File: src/design/cdio_pkg.sv
package cdio_pkg;

  // apb register byte offsets
  localparam logic [7:0] REG_CTRL = 8'h00;
  localparam logic [7:0] REG_STATUS = 8'h04;
  localparam logic [7:0] REG_RESULT = 8'h08;
  localparam logic [7:0] REG_TAUGHT = 8'h0C;

  // control register fields
  localparam int CTRL_DIO_SRC_BIT = 0;
  localparam int CTRL_ERR_SET_BIT = 1;
  localparam logic [31:0] CTRL_RESET = 32'h0000_0000;

  // result register fields, written by the image engine to close a cycle
  localparam int RES_DECODED_BIT = 0;
  localparam int RES_MATCH_BIT = 1;
  localparam int RES_UNREAD_BIT = 2;
  localparam int RES_DONE_BIT = 3;

  // status register fields
  localparam int ST_PROG_LSB = 0;
  localparam int ST_BUSY_BIT = 4;
  localparam int ST_SAVE_BIT = 5;
  localparam int ST_KEYLOCK_BIT = 6;
  localparam int ST_HEALTHY_BIT = 7;
  localparam int ST_READY_BIT = 8;
  localparam int ST_TAUGHT_BIT = 9;
  localparam int ST_RESULT_LSB = 10;

  // timing
  localparam int CLK_HZ = 10_000_000;
  localparam int PROG_CHANGE_MS = 150;
  localparam int PROG_CHANGE_CYC = PROG_CHANGE_MS * (CLK_HZ / 1000);
  localparam int SAVE_TRIG_MS = 5;
  localparam int SAVE_TRIG_CYC = SAVE_TRIG_MS * (CLK_HZ / 1000);

  // operating states
  typedef enum logic [3:0] {
    ST_STARTUP = 4'b0001,
    ST_RUN = 4'b0010,
    ST_CHANGE = 4'b0100,
    ST_TEACH = 4'b1000
  } cdio_state_e;

endpackage : cdio_pkg

File: src/design/cdio_io_if.sv
interface cdio_io_if;
  logic ext_en;
  logic [3:0] sel;
  logic teach;
  logic trig;
  logic clear;
  logic trig_rise;
  logic clear_rise;

  modport src (output ext_en, sel, teach, trig, clear, input trig_rise, clear_rise);
  modport cond (input ext_en, sel, teach, trig, clear, output trig_rise, clear_rise);
endinterface : cdio_io_if

File: src/design/cdio_edge.sv
module cdio_edge (
  input wire logic clk,
  input wire logic sys_rst,
  cdio_io_if.cond io
);
  logic trig_q;
  logic clear_q;

  // previous levels for edge detection
  always_ff @(posedge clk or posedge sys_rst)
  begin
    if (sys_rst)
    begin
      trig_q <= 1'b0;
      clear_q <= 1'b0;
    end
    else
    begin
      trig_q <= io.trig;
      clear_q <= io.clear;
    end
  end

  // only rising edges count, a steady high starts nothing
  assign io.trig_rise = io.trig & ~trig_q;
  assign io.clear_rise = io.clear & ~clear_q;
endmodule : cdio_edge

File: src/design/cdio_top.sv
// Operation
// - discrete lines honoured only when selected source
// - select and teach need enable high
// - enable high locks out keypad
// - select lines form binary program number
// - teach high turns bit 1 into save
// - teach high means program save mode
// - each trigger rising edge in run, with no error pending, starts one cycle
// - healthy low while error pending
// - in run taught shows program saved
// - taught low while saving, high acknowledges
// - ready low in startup or stop
// - decoded flag when code read
// - match flag when code equals taught
// - unreadable flag when code unreadable
// - program zero keeps previous program
// - program change drops taught and ready
//
// Register access over APB and the register addresses were chosen for this implementation.
module cdio_top #(
  parameter int CHANGE_CYC = cdio_pkg::PROG_CHANGE_CYC,
  parameter int SAVE_CYC = cdio_pkg::SAVE_TRIG_CYC
) (
  input wire logic clk,
  input wire logic sys_rst,
  input wire logic external_control_enable,
  input wire logic prog_sel_bit_0,
  input wire logic prog_sel_bit_1,
  input wire logic prog_sel_bit_2,
  input wire logic prog_sel_bit_3,
  input wire logic teach_mode,
  input wire logic capture_trigger,
  input wire logic error_clear,
  input wire logic keypad_active,
  input wire logic psel,
  input wire logic penable,
  input wire logic pwrite,
  input wire logic [7:0] paddr,
  input wire logic [31:0] pwdata,
  output logic [31:0] prdata,
  output logic pready,
  output logic pslverr,
  output logic healthy,
  output logic program_taught,
  output logic run_ready,
  output logic result_decoded,
  output logic result_match,
  output logic result_unreadable,
  output logic capture_start,
  output logic save_start,
  output logic keypad_locked
);

  // counters are 24 bits wide, so longer delays cannot be served
  if (CHANGE_CYC < 1 || CHANGE_CYC > 32'h00FF_FFFF
    || SAVE_CYC < 1 || SAVE_CYC > 32'h00FF_FFFF)
  begin : g_bad_cycles
    $error("cdio_top: cycle counts out of range");
  end

  ////////////////////////////////////////////////////////////////////////////
  cdio_io_if io ();
  assign io.sel = {prog_sel_bit_3, prog_sel_bit_2, prog_sel_bit_1, prog_sel_bit_0};
  assign io.ext_en = external_control_enable;
  assign io.teach = teach_mode;
  assign io.trig = capture_trigger;
  assign io.clear = error_clear;

  cdio_edge u_edge (
    .clk(clk),
    .sys_rst(sys_rst),
    .io(io)
  );

  ////////////////////////////////////////////////////////////////////////////
  logic [31:0] ctrl_q;
  logic [14:0] taught_q;
  logic [3:0] prog_q;
  logic err_q;
  logic busy_q;
  logic [23:0] cnt_q;
  logic [23:0] trig_cnt_q;
  cdio_pkg::cdio_state_e state_q;

  // source gate; without it every discrete line is dead
  logic dio_on;
  logic ctl_on;
  logic [3:0] req_prog;
  logic save_cmd;
  logic trig_ev;
  logic clear_ev;
  assign dio_on = ctrl_q[cdio_pkg::CTRL_DIO_SRC_BIT];
  assign ctl_on = dio_on & io.ext_en;
  // bit 1 becomes the save command while teaching
  assign req_prog = {io.sel[3:2], io.sel[1] & ~io.teach, io.sel[0]};
  assign save_cmd = ctl_on & io.teach & io.sel[1];
  assign trig_ev = dio_on & io.trig_rise;
  assign clear_ev = ctl_on & io.clear_rise & (io.sel == 4'h0) & ~io.teach;

  function automatic logic is_taught(input logic [14:0] t, input logic [3:0] p);
    is_taught = (p == 4'h0) ? 1'b0 : t[p - 4'h1];
  endfunction : is_taught

  ////////////////////////////////////////////////////////////////////////////
  logic wr_en;
  logic rd_en;
  assign wr_en = psel & penable & pwrite;
  assign rd_en = psel & ~penable & ~pwrite;

  // control register; software picks the source and can raise an error
  always_ff @(posedge clk or posedge sys_rst)
  begin
    if (sys_rst)
      ctrl_q <= cdio_pkg::CTRL_RESET;
    else if (wr_en && paddr == cdio_pkg::REG_CTRL)
      ctrl_q <= {30'h0000_0000, 1'b0, pwdata[cdio_pkg::CTRL_DIO_SRC_BIT]};
  end

  // error flag: set wins over clear
  always_ff @(posedge clk or posedge sys_rst)
  begin
    if (sys_rst)
      err_q <= 1'b0;
    else if (wr_en && paddr == cdio_pkg::REG_CTRL && pwdata[cdio_pkg::CTRL_ERR_SET_BIT])
      err_q <= 1'b1;
    else if (trig_ev && state_q != cdio_pkg::ST_RUN && state_q != cdio_pkg::ST_TEACH)
      err_q <= 1'b1;
    else if (clear_ev)
      err_q <= 1'b0;
  end

  // state machine for startup, program change and teaching
  always_ff @(posedge clk or posedge sys_rst)
  begin
    if (sys_rst)
    begin
      state_q <= cdio_pkg::ST_STARTUP;
      cnt_q <= 24'h00_0000;
      prog_q <= 4'h1;
    end
    else
    begin
      case (state_q)
        cdio_pkg::ST_STARTUP:
        begin
          cnt_q <= cnt_q + 24'h00_0001;
          if (cnt_q >= 24'(CHANGE_CYC - 1))
          begin
            state_q <= cdio_pkg::ST_RUN;
            cnt_q <= 24'h00_0000;
          end
        end
        cdio_pkg::ST_RUN:
        begin
          if (ctl_on && io.teach)
            state_q <= cdio_pkg::ST_TEACH;
          else if (ctl_on && req_prog != 4'h0 && req_prog != prog_q)
          begin
            prog_q <= req_prog;
            state_q <= cdio_pkg::ST_CHANGE;
            cnt_q <= 24'h00_0000;
          end
        end
        cdio_pkg::ST_CHANGE:
        begin
          cnt_q <= cnt_q + 24'h00_0001;
          if (cnt_q >= 24'(CHANGE_CYC - 1))
            state_q <= cdio_pkg::ST_RUN;
        end
        cdio_pkg::ST_TEACH:
        begin
          // leaving teach passes through the change delay
          if (!(ctl_on && io.teach))
          begin
            state_q <= cdio_pkg::ST_CHANGE;
            cnt_q <= 24'h00_0000;
          end
        end
        default:
          state_q <= cdio_pkg::ST_STARTUP;
      endcase
    end
  end

  // trigger high time while saving; short pulses save nothing
  always_ff @(posedge clk or posedge sys_rst)
  begin
    if (sys_rst)
      trig_cnt_q <= 24'h00_0000;
    else if (!io.trig || state_q != cdio_pkg::ST_TEACH)
      trig_cnt_q <= 24'h00_0000;
    else if (trig_cnt_q != 24'hFF_FFFF)
      trig_cnt_q <= trig_cnt_q + 24'h00_0001;
  end

  // save request to the image engine after the trigger has been held
  logic save_go;
  assign save_go = save_cmd && state_q == cdio_pkg::ST_TEACH && io.trig
    && trig_cnt_q == 24'(SAVE_CYC - 1);

  always_ff @(posedge clk or posedge sys_rst)
  begin
    if (sys_rst)
      save_start <= 1'b0;
    else
      save_start <= save_go;
  end

  // taught table; engine confirms a save by writing the taught register
  always_ff @(posedge clk or posedge sys_rst)
  begin
    if (sys_rst)
      taught_q <= 15'h0000;
    else if (wr_en && paddr == cdio_pkg::REG_TAUGHT)
      taught_q <= pwdata[14:0];
  end

  ////////////////////////////////////////////////////////////////////////////
  // capture requests; one pulse per edge, only in run
  always_ff @(posedge clk or posedge sys_rst)
  begin
    if (sys_rst)
      capture_start <= 1'b0;
    else
      capture_start <= trig_ev && state_q == cdio_pkg::ST_RUN && !err_q;
  end

  // busy from start until engine reports done
  always_ff @(posedge clk or posedge sys_rst)
  begin
    if (sys_rst)
      busy_q <= 1'b0;
    else if (capture_start)
      busy_q <= 1'b1;
    else if (wr_en && paddr == cdio_pkg::REG_RESULT && pwdata[cdio_pkg::RES_DONE_BIT])
      busy_q <= 1'b0;
  end

  // result flags cleared on a new start, held until the next start
  always_ff @(posedge clk or posedge sys_rst)
  begin
    if (sys_rst)
    begin
      result_decoded <= 1'b0;
      result_match <= 1'b0;
      result_unreadable <= 1'b0;
    end
    else if (capture_start)
    begin
      result_decoded <= 1'b0;
      result_match <= 1'b0;
      result_unreadable <= 1'b0;
    end
    else if (busy_q && wr_en && paddr == cdio_pkg::REG_RESULT
      && pwdata[cdio_pkg::RES_DONE_BIT])
    begin
      // unreadable outranks decoded so both never show
      result_unreadable <= pwdata[cdio_pkg::RES_UNREAD_BIT];
      result_decoded <= pwdata[cdio_pkg::RES_DECODED_BIT]
        & ~pwdata[cdio_pkg::RES_UNREAD_BIT];
      result_match <= pwdata[cdio_pkg::RES_MATCH_BIT]
        & ~pwdata[cdio_pkg::RES_UNREAD_BIT];
    end
  end

  ////////////////////////////////////////////////////////////////////////////
  // status outputs, all registered
  always_ff @(posedge clk or posedge sys_rst)
  begin
    if (sys_rst)
    begin
      healthy <= 1'b0;
      run_ready <= 1'b0;
      program_taught <= 1'b0;
      keypad_locked <= 1'b0;
    end
    else
    begin
      healthy <= ~err_q && state_q != cdio_pkg::ST_STARTUP;
      run_ready <= state_q == cdio_pkg::ST_RUN && !err_q;
      if (state_q == cdio_pkg::ST_TEACH)
        program_taught <= is_taught(taught_q, prog_q) & ~save_cmd;
      else
        program_taught <= state_q == cdio_pkg::ST_RUN && is_taught(taught_q, prog_q);
      keypad_locked <= ctl_on;
    end
  end

  ////////////////////////////////////////////////////////////////////////////
  logic [31:0] status_w;
  assign status_w = {19'h0_0000, result_unreadable, result_match, result_decoded,
    program_taught, run_ready, healthy, ctl_on, state_q == cdio_pkg::ST_TEACH,
    busy_q, prog_q};

  // read data latched in setup so it is ready in access phase
  always_ff @(posedge clk or posedge sys_rst)
  begin
    if (sys_rst)
    begin
      prdata <= 32'h0000_0000;
      pslverr <= 1'b0;
    end
    else if (psel && !penable)
    begin
      pslverr <= 1'b0;
      if (paddr == cdio_pkg::REG_CTRL)
        prdata <= ctrl_q;
      else if (paddr == cdio_pkg::REG_STATUS)
        prdata <= status_w;
      else if (paddr == cdio_pkg::REG_RESULT)
        prdata <= {28'h000_0000, ~busy_q, result_unreadable, result_match, result_decoded};
      else if (paddr == cdio_pkg::REG_TAUGHT)
        prdata <= {17'h0_0000, taught_q};
      else
      begin
        prdata <= 32'h0000_0000;
        pslverr <= 1'b1; // unmapped address
      end
    end
  end

  // zero wait states
  always_ff @(posedge clk or posedge sys_rst)
  begin
    if (sys_rst)
      pready <= 1'b0;
    else
      pready <= psel & ~penable;
  end

  logic unused_ok;
  assign unused_ok = rd_en | keypad_active;

endmodule : cdio_top

File: config.mk
export PLATFORM = sky130hd
export DESIGN_NAME = cdio_top
export DESIGN_NICKNAME = d
export VERILOG_FILES = /design/src/design/cdio_pkg.sv /design/src/design/cdio_io_if.sv /design/src/design/cdio_edge.sv /design/src/design/cdio_top.sv
export SDC_FILE = /design/constraint.sdc
export NUM_CORES = 1
export LEC_CHECK = 0
export BUFFER_PORTS_ARGS = -buffer_cell sky130_fd_sc_hd__buf_2
export CORE_MARGIN = 2
export CORE_UTILIZATION = 51
export DETAILED_ROUTE_END_ITERATION = 8
export GPL_TIMING_DRIVEN = 0
export PLACE_DENSITY = 0.85
export SLEW_MARGIN = 15
export SYNTH_ARGS = -nofsm -noshare
export SYNTH_HDL_FRONTEND = slang
export SYNTH_SLANG_ARGS = --single-unit
File: constraint.sdc
create_clock -name clk -period 3.8 [get_ports clk]
set_input_delay 1.14 -clock clk [delete_from_list [all_inputs] [get_ports clk]]
set_output_delay 1.14 -clock clk [all_outputs]
set_load 0.05 [all_outputs]
# [Word-level counts from Yosys, hierarchy flattened]
# Cells that the tools add are included.
[classes] n_addsub=3 mul=0 div=0 order_cmp=2 n_eq_ne=18 n_shift=0 n_mux=35 bitwise_logic=25 reduce_logical=39
[ops] op="$mux 24" count=6
[ops] op="$pmux 24 s4" count=1
[ops] op="$mux 15" count=4
[ops] op="$add 24x1->24 const B" count=2
[ops] op="$eq 24x16->1 const B" count=1
[ops] op="$ge 24x21->1 const B" count=1
[ops] op="$ne 24x24->1 const B" count=1
[ops] op="$logic_and 1x1->1" count=22
[ops] op="$mux 1" count=18
[ops] op="$and 1x1->1" count=16
[ops] op="$eq 8x4->1 const B" count=2
[ops] op="$mux 4" count=4
[ops] op="$pmux 4 s3" count=1
[ops] op="$not 1->1" count=9
[ops] op="$eq 8x3->1 const B" count=1
[ops] op="$logic_not 4->1" count=2
[ops] op="$logic_not 8->1" count=1
[ops] op="$reduce_bool 4->1" count=2
[ops] op="$ne 2x2->1 const B" count=3
[ops] op="$reduce_and 3->1" count=2
[ops] op="$reduce_bool 2->1" count=3
[ops] op="$lt 4x5->1 const B" count=1
[ops] op="$bmux 1 s4" count=1
[ops] op="$eq 4x1->1 const B" count=1
[ops] op="other kinds (15)" count=17
[totals] reg_bits=119 latchBits=0 ram_bits=0 romBits=0 in_bits=54 output_inout_bits=43 wordCells=144 n_memories=0

# [Longest topological paths before layout]
# Gate-level depths: netlist of run 1.
[logic_depth] depth_word=8 depth_mapped=9

# [Hierarchy]
# Synthesis of run 1 repeated with hierarchy kept, for this count alone.
[unflattened] hier_cells=572 hier_area_um2=5718.0
[modules_own_cells] module="cdio_top" n_inst=1 cells_each=567 area_per_inst_um2=5636.7 seq_area_each_um2=2504.9
[modules_own_cells] module="cdio_edge" n_inst=1 cells_each=5 area_per_inst_um2=81.3 seq_area_each_um2=50.0

# [Worst setup path before layout of run 1]
# OpenSTA, ideal clock, no wires.
[synth_timing] path_kind="input port to flip-flop" from="input port paddr[5]" to="register taught_q[0]" setup_time_ps=125 arrival_ps=2874 t_required_ps=3675 setup_slack_ps=801 cell_stages=7 path_buffers=2 path_cell_list="or4_1 nor3_2 and3_1 and4_1 buf_2 buf_4 mux2_2"
[synth_via] elab_chain_len=2
[synth_lines] item="from (decl)" line_no="cdio_top.sv:38" rtl="input wire logic [7:0] paddr,"
[synth_lines] item="$eq 8x4->1" line_no="cdio_top.sv:214" rtl="else if (wr_en && paddr == cdio_pkg::REG_TAUGHT)"
[synth_lines] item="$logic_and 1x1->1" line_no="cdio_top.sv:214"
[synth_lines] item="to (signal assigned)" line_no="cdio_top.sv:215" rtl="taught_q <= pwdata[14:0];"
[synth_lines] item="to (decl)" line_no="cdio_top.sv:77" rtl="logic [14:0] taught_q;"
# No other way between the ends.
# A chain may end at the register's enable or synchronous reset.

# [Worst setup path after layout of run 1]
[layout_timing] from="input port paddr[5]" to="register taught_q[3]"
# Same word-level chain as after synthesis.

==> results.json, run 1 <==
{
  "min_period_ns": 2.93,
  "cts_tree": "built",
  "dpl.hpwl_um": 9260,
  "tightest_slew_ns": 0.781,
  "drt-vias-per-instance": 5.82,
  "reg2regPathDepth": 9,
  "portBuffers": 60,
  "status": "completed",
  "finalNetCount": 686,
  "reg2reg_slack_ns": 1.24,
  "synth_top_family_by_area": "simple AND/OR/NAND/NOR gates",
  "powerDensity_nw_per_um2": 370,
  "path_cells": "buf_2, or4_1, nor3_2, and3_1, and4_1, buf_2, buf_4, mux2_2",
  "drt_iter0_drc": 228,
  "maxCapViolations": 0,
  "antennaDiodeCount": 0,
  "final_common_cell": "dfrtp_1",
  "die_x_um": 107,
  "syn_to_final_growth_pct": 14.7,
  "slew_violations": 0,
  "gp_congestion": 0.900,
  "clock_latency_ns": 0.37,
  "dr.pass1.iters": 4,
  "required_ns": 4.06,
  "fin_ws_ns": 0.868,
  "cts_max_level": 3,
  "start_util_pct": 52.4,
  "timing.fmax_mhz": 341,
  "relSlewSlack_pct": 47.5,
  "grt_overflow": 0,
  "p_leak_nw": 2.82,
  "ctsResizeCount": 0,
  "most-common-layout-cells": "dfrtp_1, buf_2, nand2_1",
  "cts_buffer_depth": 2,
  "synthArstFlopShare_pct": 100,
  "root_buffer": "clkbuf_8",
  "routedWlPerCell_um": 15.8,
  "holdBufCountCts": 0,
  "core_um2": 10300,
  "rsz0062_at_grt": "no",
  "dieArea_um2": 11400,
  "drive_gt1_share_pct": 24.1,
  "grt_pass1_vias": 4285,
  "synth_edf_count": 0,
  "worstHoldPathType": "flip-flop to flip-flop",
  "final.period_utilization_pct": 77.2,
  "slowest_delay_ns": 0.53,
  "synth-adder-area-share_pct": 0.694,
  "drc_errors": 0,
  "ys_seq_area_share_pct": 47.2,
  "place_ws_ns": 0.472,
  "r2r-end": "trig_cnt_q[19]",
  "synth-compound-area-share_pct": 11.6,
  "syn_avg_cell_area_um2": 10.0,
  "vdd_drop_max_v": 0.000295,
  "syn_area_um2": 5410,
  "grt_max_degree": 35,
  "fp.dieH_um": 107,
  "num_rows": 37,
  "cp_slowest_cell": "or4_1",
  "cp.depth": 8,
  "drt-total-wl_um": 12100,
  "synth_simple_gate_area_share_pct": 22.3,
  "synth-xor-area-share_pct": 4.69,
  "hold_viol_final": 0,
  "crit_path_start_kind": "input port",
  "numClockSinks": 102,
  "worst_hold_slack_ns": 0.478,
  "path_buf_inv": 3,
  "numCtsBuffers": 9,
  "finalSetupViolations": 0,
  "crit_top_cell": "buf_2",
  "critPathLaunch": "paddr[5]",
  "io_pins": 97,
  "critical_path.top_delay_family": "simple AND/OR/NAND/NOR gates",
  "muxShareOfSynthArea_pct": 7.91,
  "worst-setup-path-type": "input port to flip-flop",
  "vias": 4479,
  "tns_ns": 0,
  "end_kind": "flip-flop",
  "synth_cells": 539,
  "ys.flop_type": "dfrtp_1",
  "cp_max_fo": 10,
  "yosys_warnings": 0,
  "rr_startpoint": "trig_cnt_q[0]",
  "crit_end": "taught_q[3]",
  "ant_nets": 0,
  "antenna_found_initial": 0,
  "clk_pin_slew_ns": 0.10,
  "grt_pass1_wl_um": 20300,
  "postCtsSetupBuffers": 0,
  "grt.total_usage_pct": 22.3,
  "ys_types": 70,
  "arrival_ns": 3.20,
  "fin_skew_ns": 0.0163,
  "ys_seq_elements": 102
}
-- Yosys cell counts (all sizes together) (14+ instances only) --
| cell | count | area [um^2] |
|---|---|---|
| a21oi | 20 | 104 |
| and3 | 15 | 96.3 |
| buf | 26 | 195 |
| dfrtp | 100 | 2500 |
| inv | 14 | 52.6 |
| mux2 | 22 | 248 |
| nand2 | 53 | 199 |
| nand3 | 27 | 135 |
| nand4 | 20 | 131 |
| nor2 | 40 | 153 |
| o21ai | 30 | 150 |
| xnor2 | 14 | 123 |
| xor2 | 15 | 131 |
-- sequential cells by signal (all words and copies together), names as in the netlist --
register and flops:
cnt_q 24, trig_cnt_q 24, prdata 15, taught_q 15, prog_q 4, state_q 4, busy_q 1, capture_start 1
ctrl_q 1, err_q 1, healthy 1, keypad_locked 1, pready 1, program_taught 1, pslverr 1, result_decoded 1
result_match 1, result_unreadable 1, run_ready 1, save_start 1, u_edge.clear_q 1, u_edge.trig_q 1
-- where the power goes --
group	switching (W)	internal [W]	total [W]
Clock	0.000384	0.000246	0.000630
Combinational	0.000312	0.000155	0.000467
Sequential	0.0000593	0.00114	0.00120
Total	0.000756	0.00154	0.00230
-- worst min path at each step --
stage | start | slack [ns] | cells after the start | end
after floorplan | err_q | 0.43 | 1 | run_ready
after global placement | prdata[14] | 0.45 | 2 | prdata[14]
after detailed placement | prdata[13] | 0.45 | 2 | prdata[13]
after CTS | prdata[13] | 0.48 | 2 | prdata[13]
after global routing | prdata[3] | 0.52 | 2 | prdata[3]
final | prdata[13] | 0.48 | 2 | prdata[13]
-- worst reg2reg max path: stages (launching register included) --
cell,delay [ns]
dfrtp_1,0.40
ha_1,0.17
and3_1,0.24
nand3_1,0.27
or4_1,0.58
clkbuf_1,0.18
buf_2,0.22
nand4_1,0.13
xor2_1,0.18
nor2_1,0.06
-- area by class of cell --
cell class | instances | area (um^2)
Tap cell | 136 | 170
Sequential cell | 102 | 2550
Multi-Input combinational cell | 402 | 2620
Buffer | 37 | 248
Clock inverter | 7 | 55.1
Fill cell | 824 | 4120
Inverter | 14 | 56.3
Clock buffer | 9 | 124
Timing Repair Buffer | 63 | 375
-- metal layers --
metal / share of wire (%) / vias to the layer above / global-route usage, %
li1: - / 2120 / -
met1: 42 / 2185 / 27.9
met2: 50 / 150 / 38.0
met3: 5.6 / 24 / 5.59
met4: 2.3 / 0 / 7.05
met5: 0 / - / 0
-- metrics by stage --
stage               cells  total power, W  area [um^2]  utilization (%)
finish                770         0.00230         6200             60.1
global route          770         0.00242         6200             60.1
CTS                   770         0.00231         6200             60.0
detailed placement    754         0.00168         6020             58.3
global placement      751         0.00165         5940             57.6
floorplan             555         0.00154         5470                -
-- cell families after synthesis --
| logic type | Yosys count |
|---|---|
| AOI/OAI and AO/OA | 96 |
| adders and majority gates | 3 |
| muxes | 35 |
| and+or+nand+nor | 222 |
| other | 1 |
| xor gates and xnor gates | 29 |
| buffers and inverters | 51 |
| DFF | 102 |
Power figures use the tool's default switching activity.
==> inputs of run 2 (changes only) <==
clock period = 2.6 ns   (was 3.8 ns; I/O delays follow)
==> results.json, run 2 (synthesis gave the netlist of run 1 again) <==
{
  "maxCapViolations": 0,
  "powerDensity_nw_per_um2": 546,
  "grt_util_met2_pct": 38.7,
  "final_util_pct": 60.5,
  "grt.met1_usage_pct": 29.0,
  "hold_viol_final": 0,
  "nFillCells": 842,
  "clock_latency_ns": 0.37,
  "portBuffers": 60,
  "cts_tree": "built",
  "num_rows": 37,
  "dr.pass1.iters": 5,
  "drt_iter0_drc": 267,
  "cts_buffer_depth": 2,
  "arrival_ns": 2.72,
  "min_period_ns": 2.48,
  "most-common-layout-cells": "dfrtp_1, buf_2, nand2_1",
  "required_ns": 2.84,
  "numCtsBuffers": 9,
  "fp.dieH_um": 107,
  "root_buffer": "clkbuf_8",
  "relSlewSlack_pct": 46.2,
  "vias": 4477,
  "routedWlPerCell_um": 16.1,
  "grt_max_degree": 32,
  "grt_overflow": 0,
  "final_common_cell": "dfrtp_1",
  "status": "completed",
  "rr_startpoint": "cnt_q[10]",
  "finalSetupViolations": 0,
  "tightest_slew_ns": 0.800,
  "antennaDiodeCount": 0,
  "start_util_pct": 52.4,
  "die_x_um": 107,
  "core_um2": 10300,
  "grt.total_usage_pct": 22.6,
  "worstHoldPathType": "input port to asynchronous set/reset pin",
  "grt_use_met3_pct": 4.26,
  "cp_slowest_cell": "or4_1",
  "grt_pass1_vias": 4402,
  "gp_congestion": 0.925,
  "path_cells": "or4_1, nand4b_1, o211a_1, a21oi_2, buf_6, buf_12, a2bb2oi_1, o41ai_2",
  "rsz0062_at_grt": "no",
  "slew_violations": 0,
  "antenna_found_initial": 0,
  "drt-total-wl_um": 12400,
  "dpl.hpwl_um": 9320,
  "end_kind": "flip-flop",
  "io_pins": 97,
  "finalNetCount": 687,
  "vdd_drop_max_v": 0.000360,
  "grt.busiest_layer": "met2",
  "worst-setup-path-type": "flip-flop to flip-flop",
  "drive_gt1_share_pct": 24.9,
  "cts_max_level": 3,
  "ant_nets": 0,
  "fin_skew_ns": 0.0141,
  "tns_ns": 0,
  "p_leak_nw": 2.83,
  "dieArea_um2": 11400,
  "slowest_delay_ns": 0.56,
  "top_regs": "cnt_q (24), trig_cnt_q (24)",
  "drt-vias-per-instance": 5.81,
  "numClockSinks": 102,
  "register_area_um2": 2550,
  "crit_path_start_kind": "flip-flop",
  "cp_max_fo": 10,
  "timing.fmax_mhz": 404,
  "syn_to_final_growth_pct": 15.5,
  "grt_pass1_wl_um": 20800,
  "critPathLaunch": "cnt_q[10]",
  "final.period_utilization_pct": 95.3,
  "clk_pin_slew_ns": 0.11,
  "multi_input_area_um2": 2660,
  "drc_errors": 0
}
==> run 2: area by class of cell <==
class	instances	share of cell area (%)
multi-input combinational	402	42.5
sequential	102	40.9
timing repair buffer	64	5.89
buffer	37	4.12
tap	136	2.72
clock buffer	9	1.98
clock inverter	7	0.981
inverter	14	0.901
==> run 2: critical path: cells and delay by family, from the launching register on <==
kind | cells | cell delay [ns]
buffers and inverters | 2 | 0.30
AND/OR/NAND/NOR | 2 | 0.75
flip-flops | 1 | 0.46
AO/OA/AOI/OAI | 4 | 0.84
==> run 2: stage by stage <==
stage	std cells	setup slack, ns	cell area [um^2]	hold slack (ns)	power (W)
floorplan	555	0.00421	5490	0.430	0.00226
global placement	751	-0.224	5960	0.447	0.00241
detailed placement	754	-0.250	6020	0.455	0.00245
CTS	770	0.0784	6220	0.409	0.00341
global route	771	0.0226	6250	0.437	0.00357
finish	771	0.123	6250	0.410	0.00341
==> run 2: power by group <==
| part | leakage (nW) | switching (W) | internal (W) |
|---|---|---|---|
| combinational | 1.37 | 0.000460 | 0.000230 |
| clock | 0.0945 | 0.000602 | 0.000371 |
| sequential | 1.36 | 0.0000851 | 0.00166 |
==> run 2: final timing paths <==
check / cells past startpoint / slack, ns / end
worst min register to register: 2 / 0.48 / prdata[13]
min in group clk: 2 / 0.48 / prdata[13]
worst min-delay path: 2 / 0.41 / keypad_locked
worst max register to register: 8 / 0.12 / cnt_q[15]
max in group asynchronous: 4 / 1.43 / prog_q[0]
worst max-delay path: 8 / 0.12 / cnt_q[15]
==> run 2: metal layers <==
layer	routed length (um)	up-vias
met3	674	23
li1	-	2127
met1	5230	2159
met4	290	0
met5	0	-
met2	6180	168
==> run 2: repair_timing <==
| item | CTS | global route |
|---|---|---|
| hold buffers | 0 | 0 |
| gates resized for setup | 1 | 4 |
| setup buffers | 0 | 1 |
| pin swaps | 0 | 1 |
| cloned | 0 | 0 |
| setup endpoints to repair | 1 | 13 |
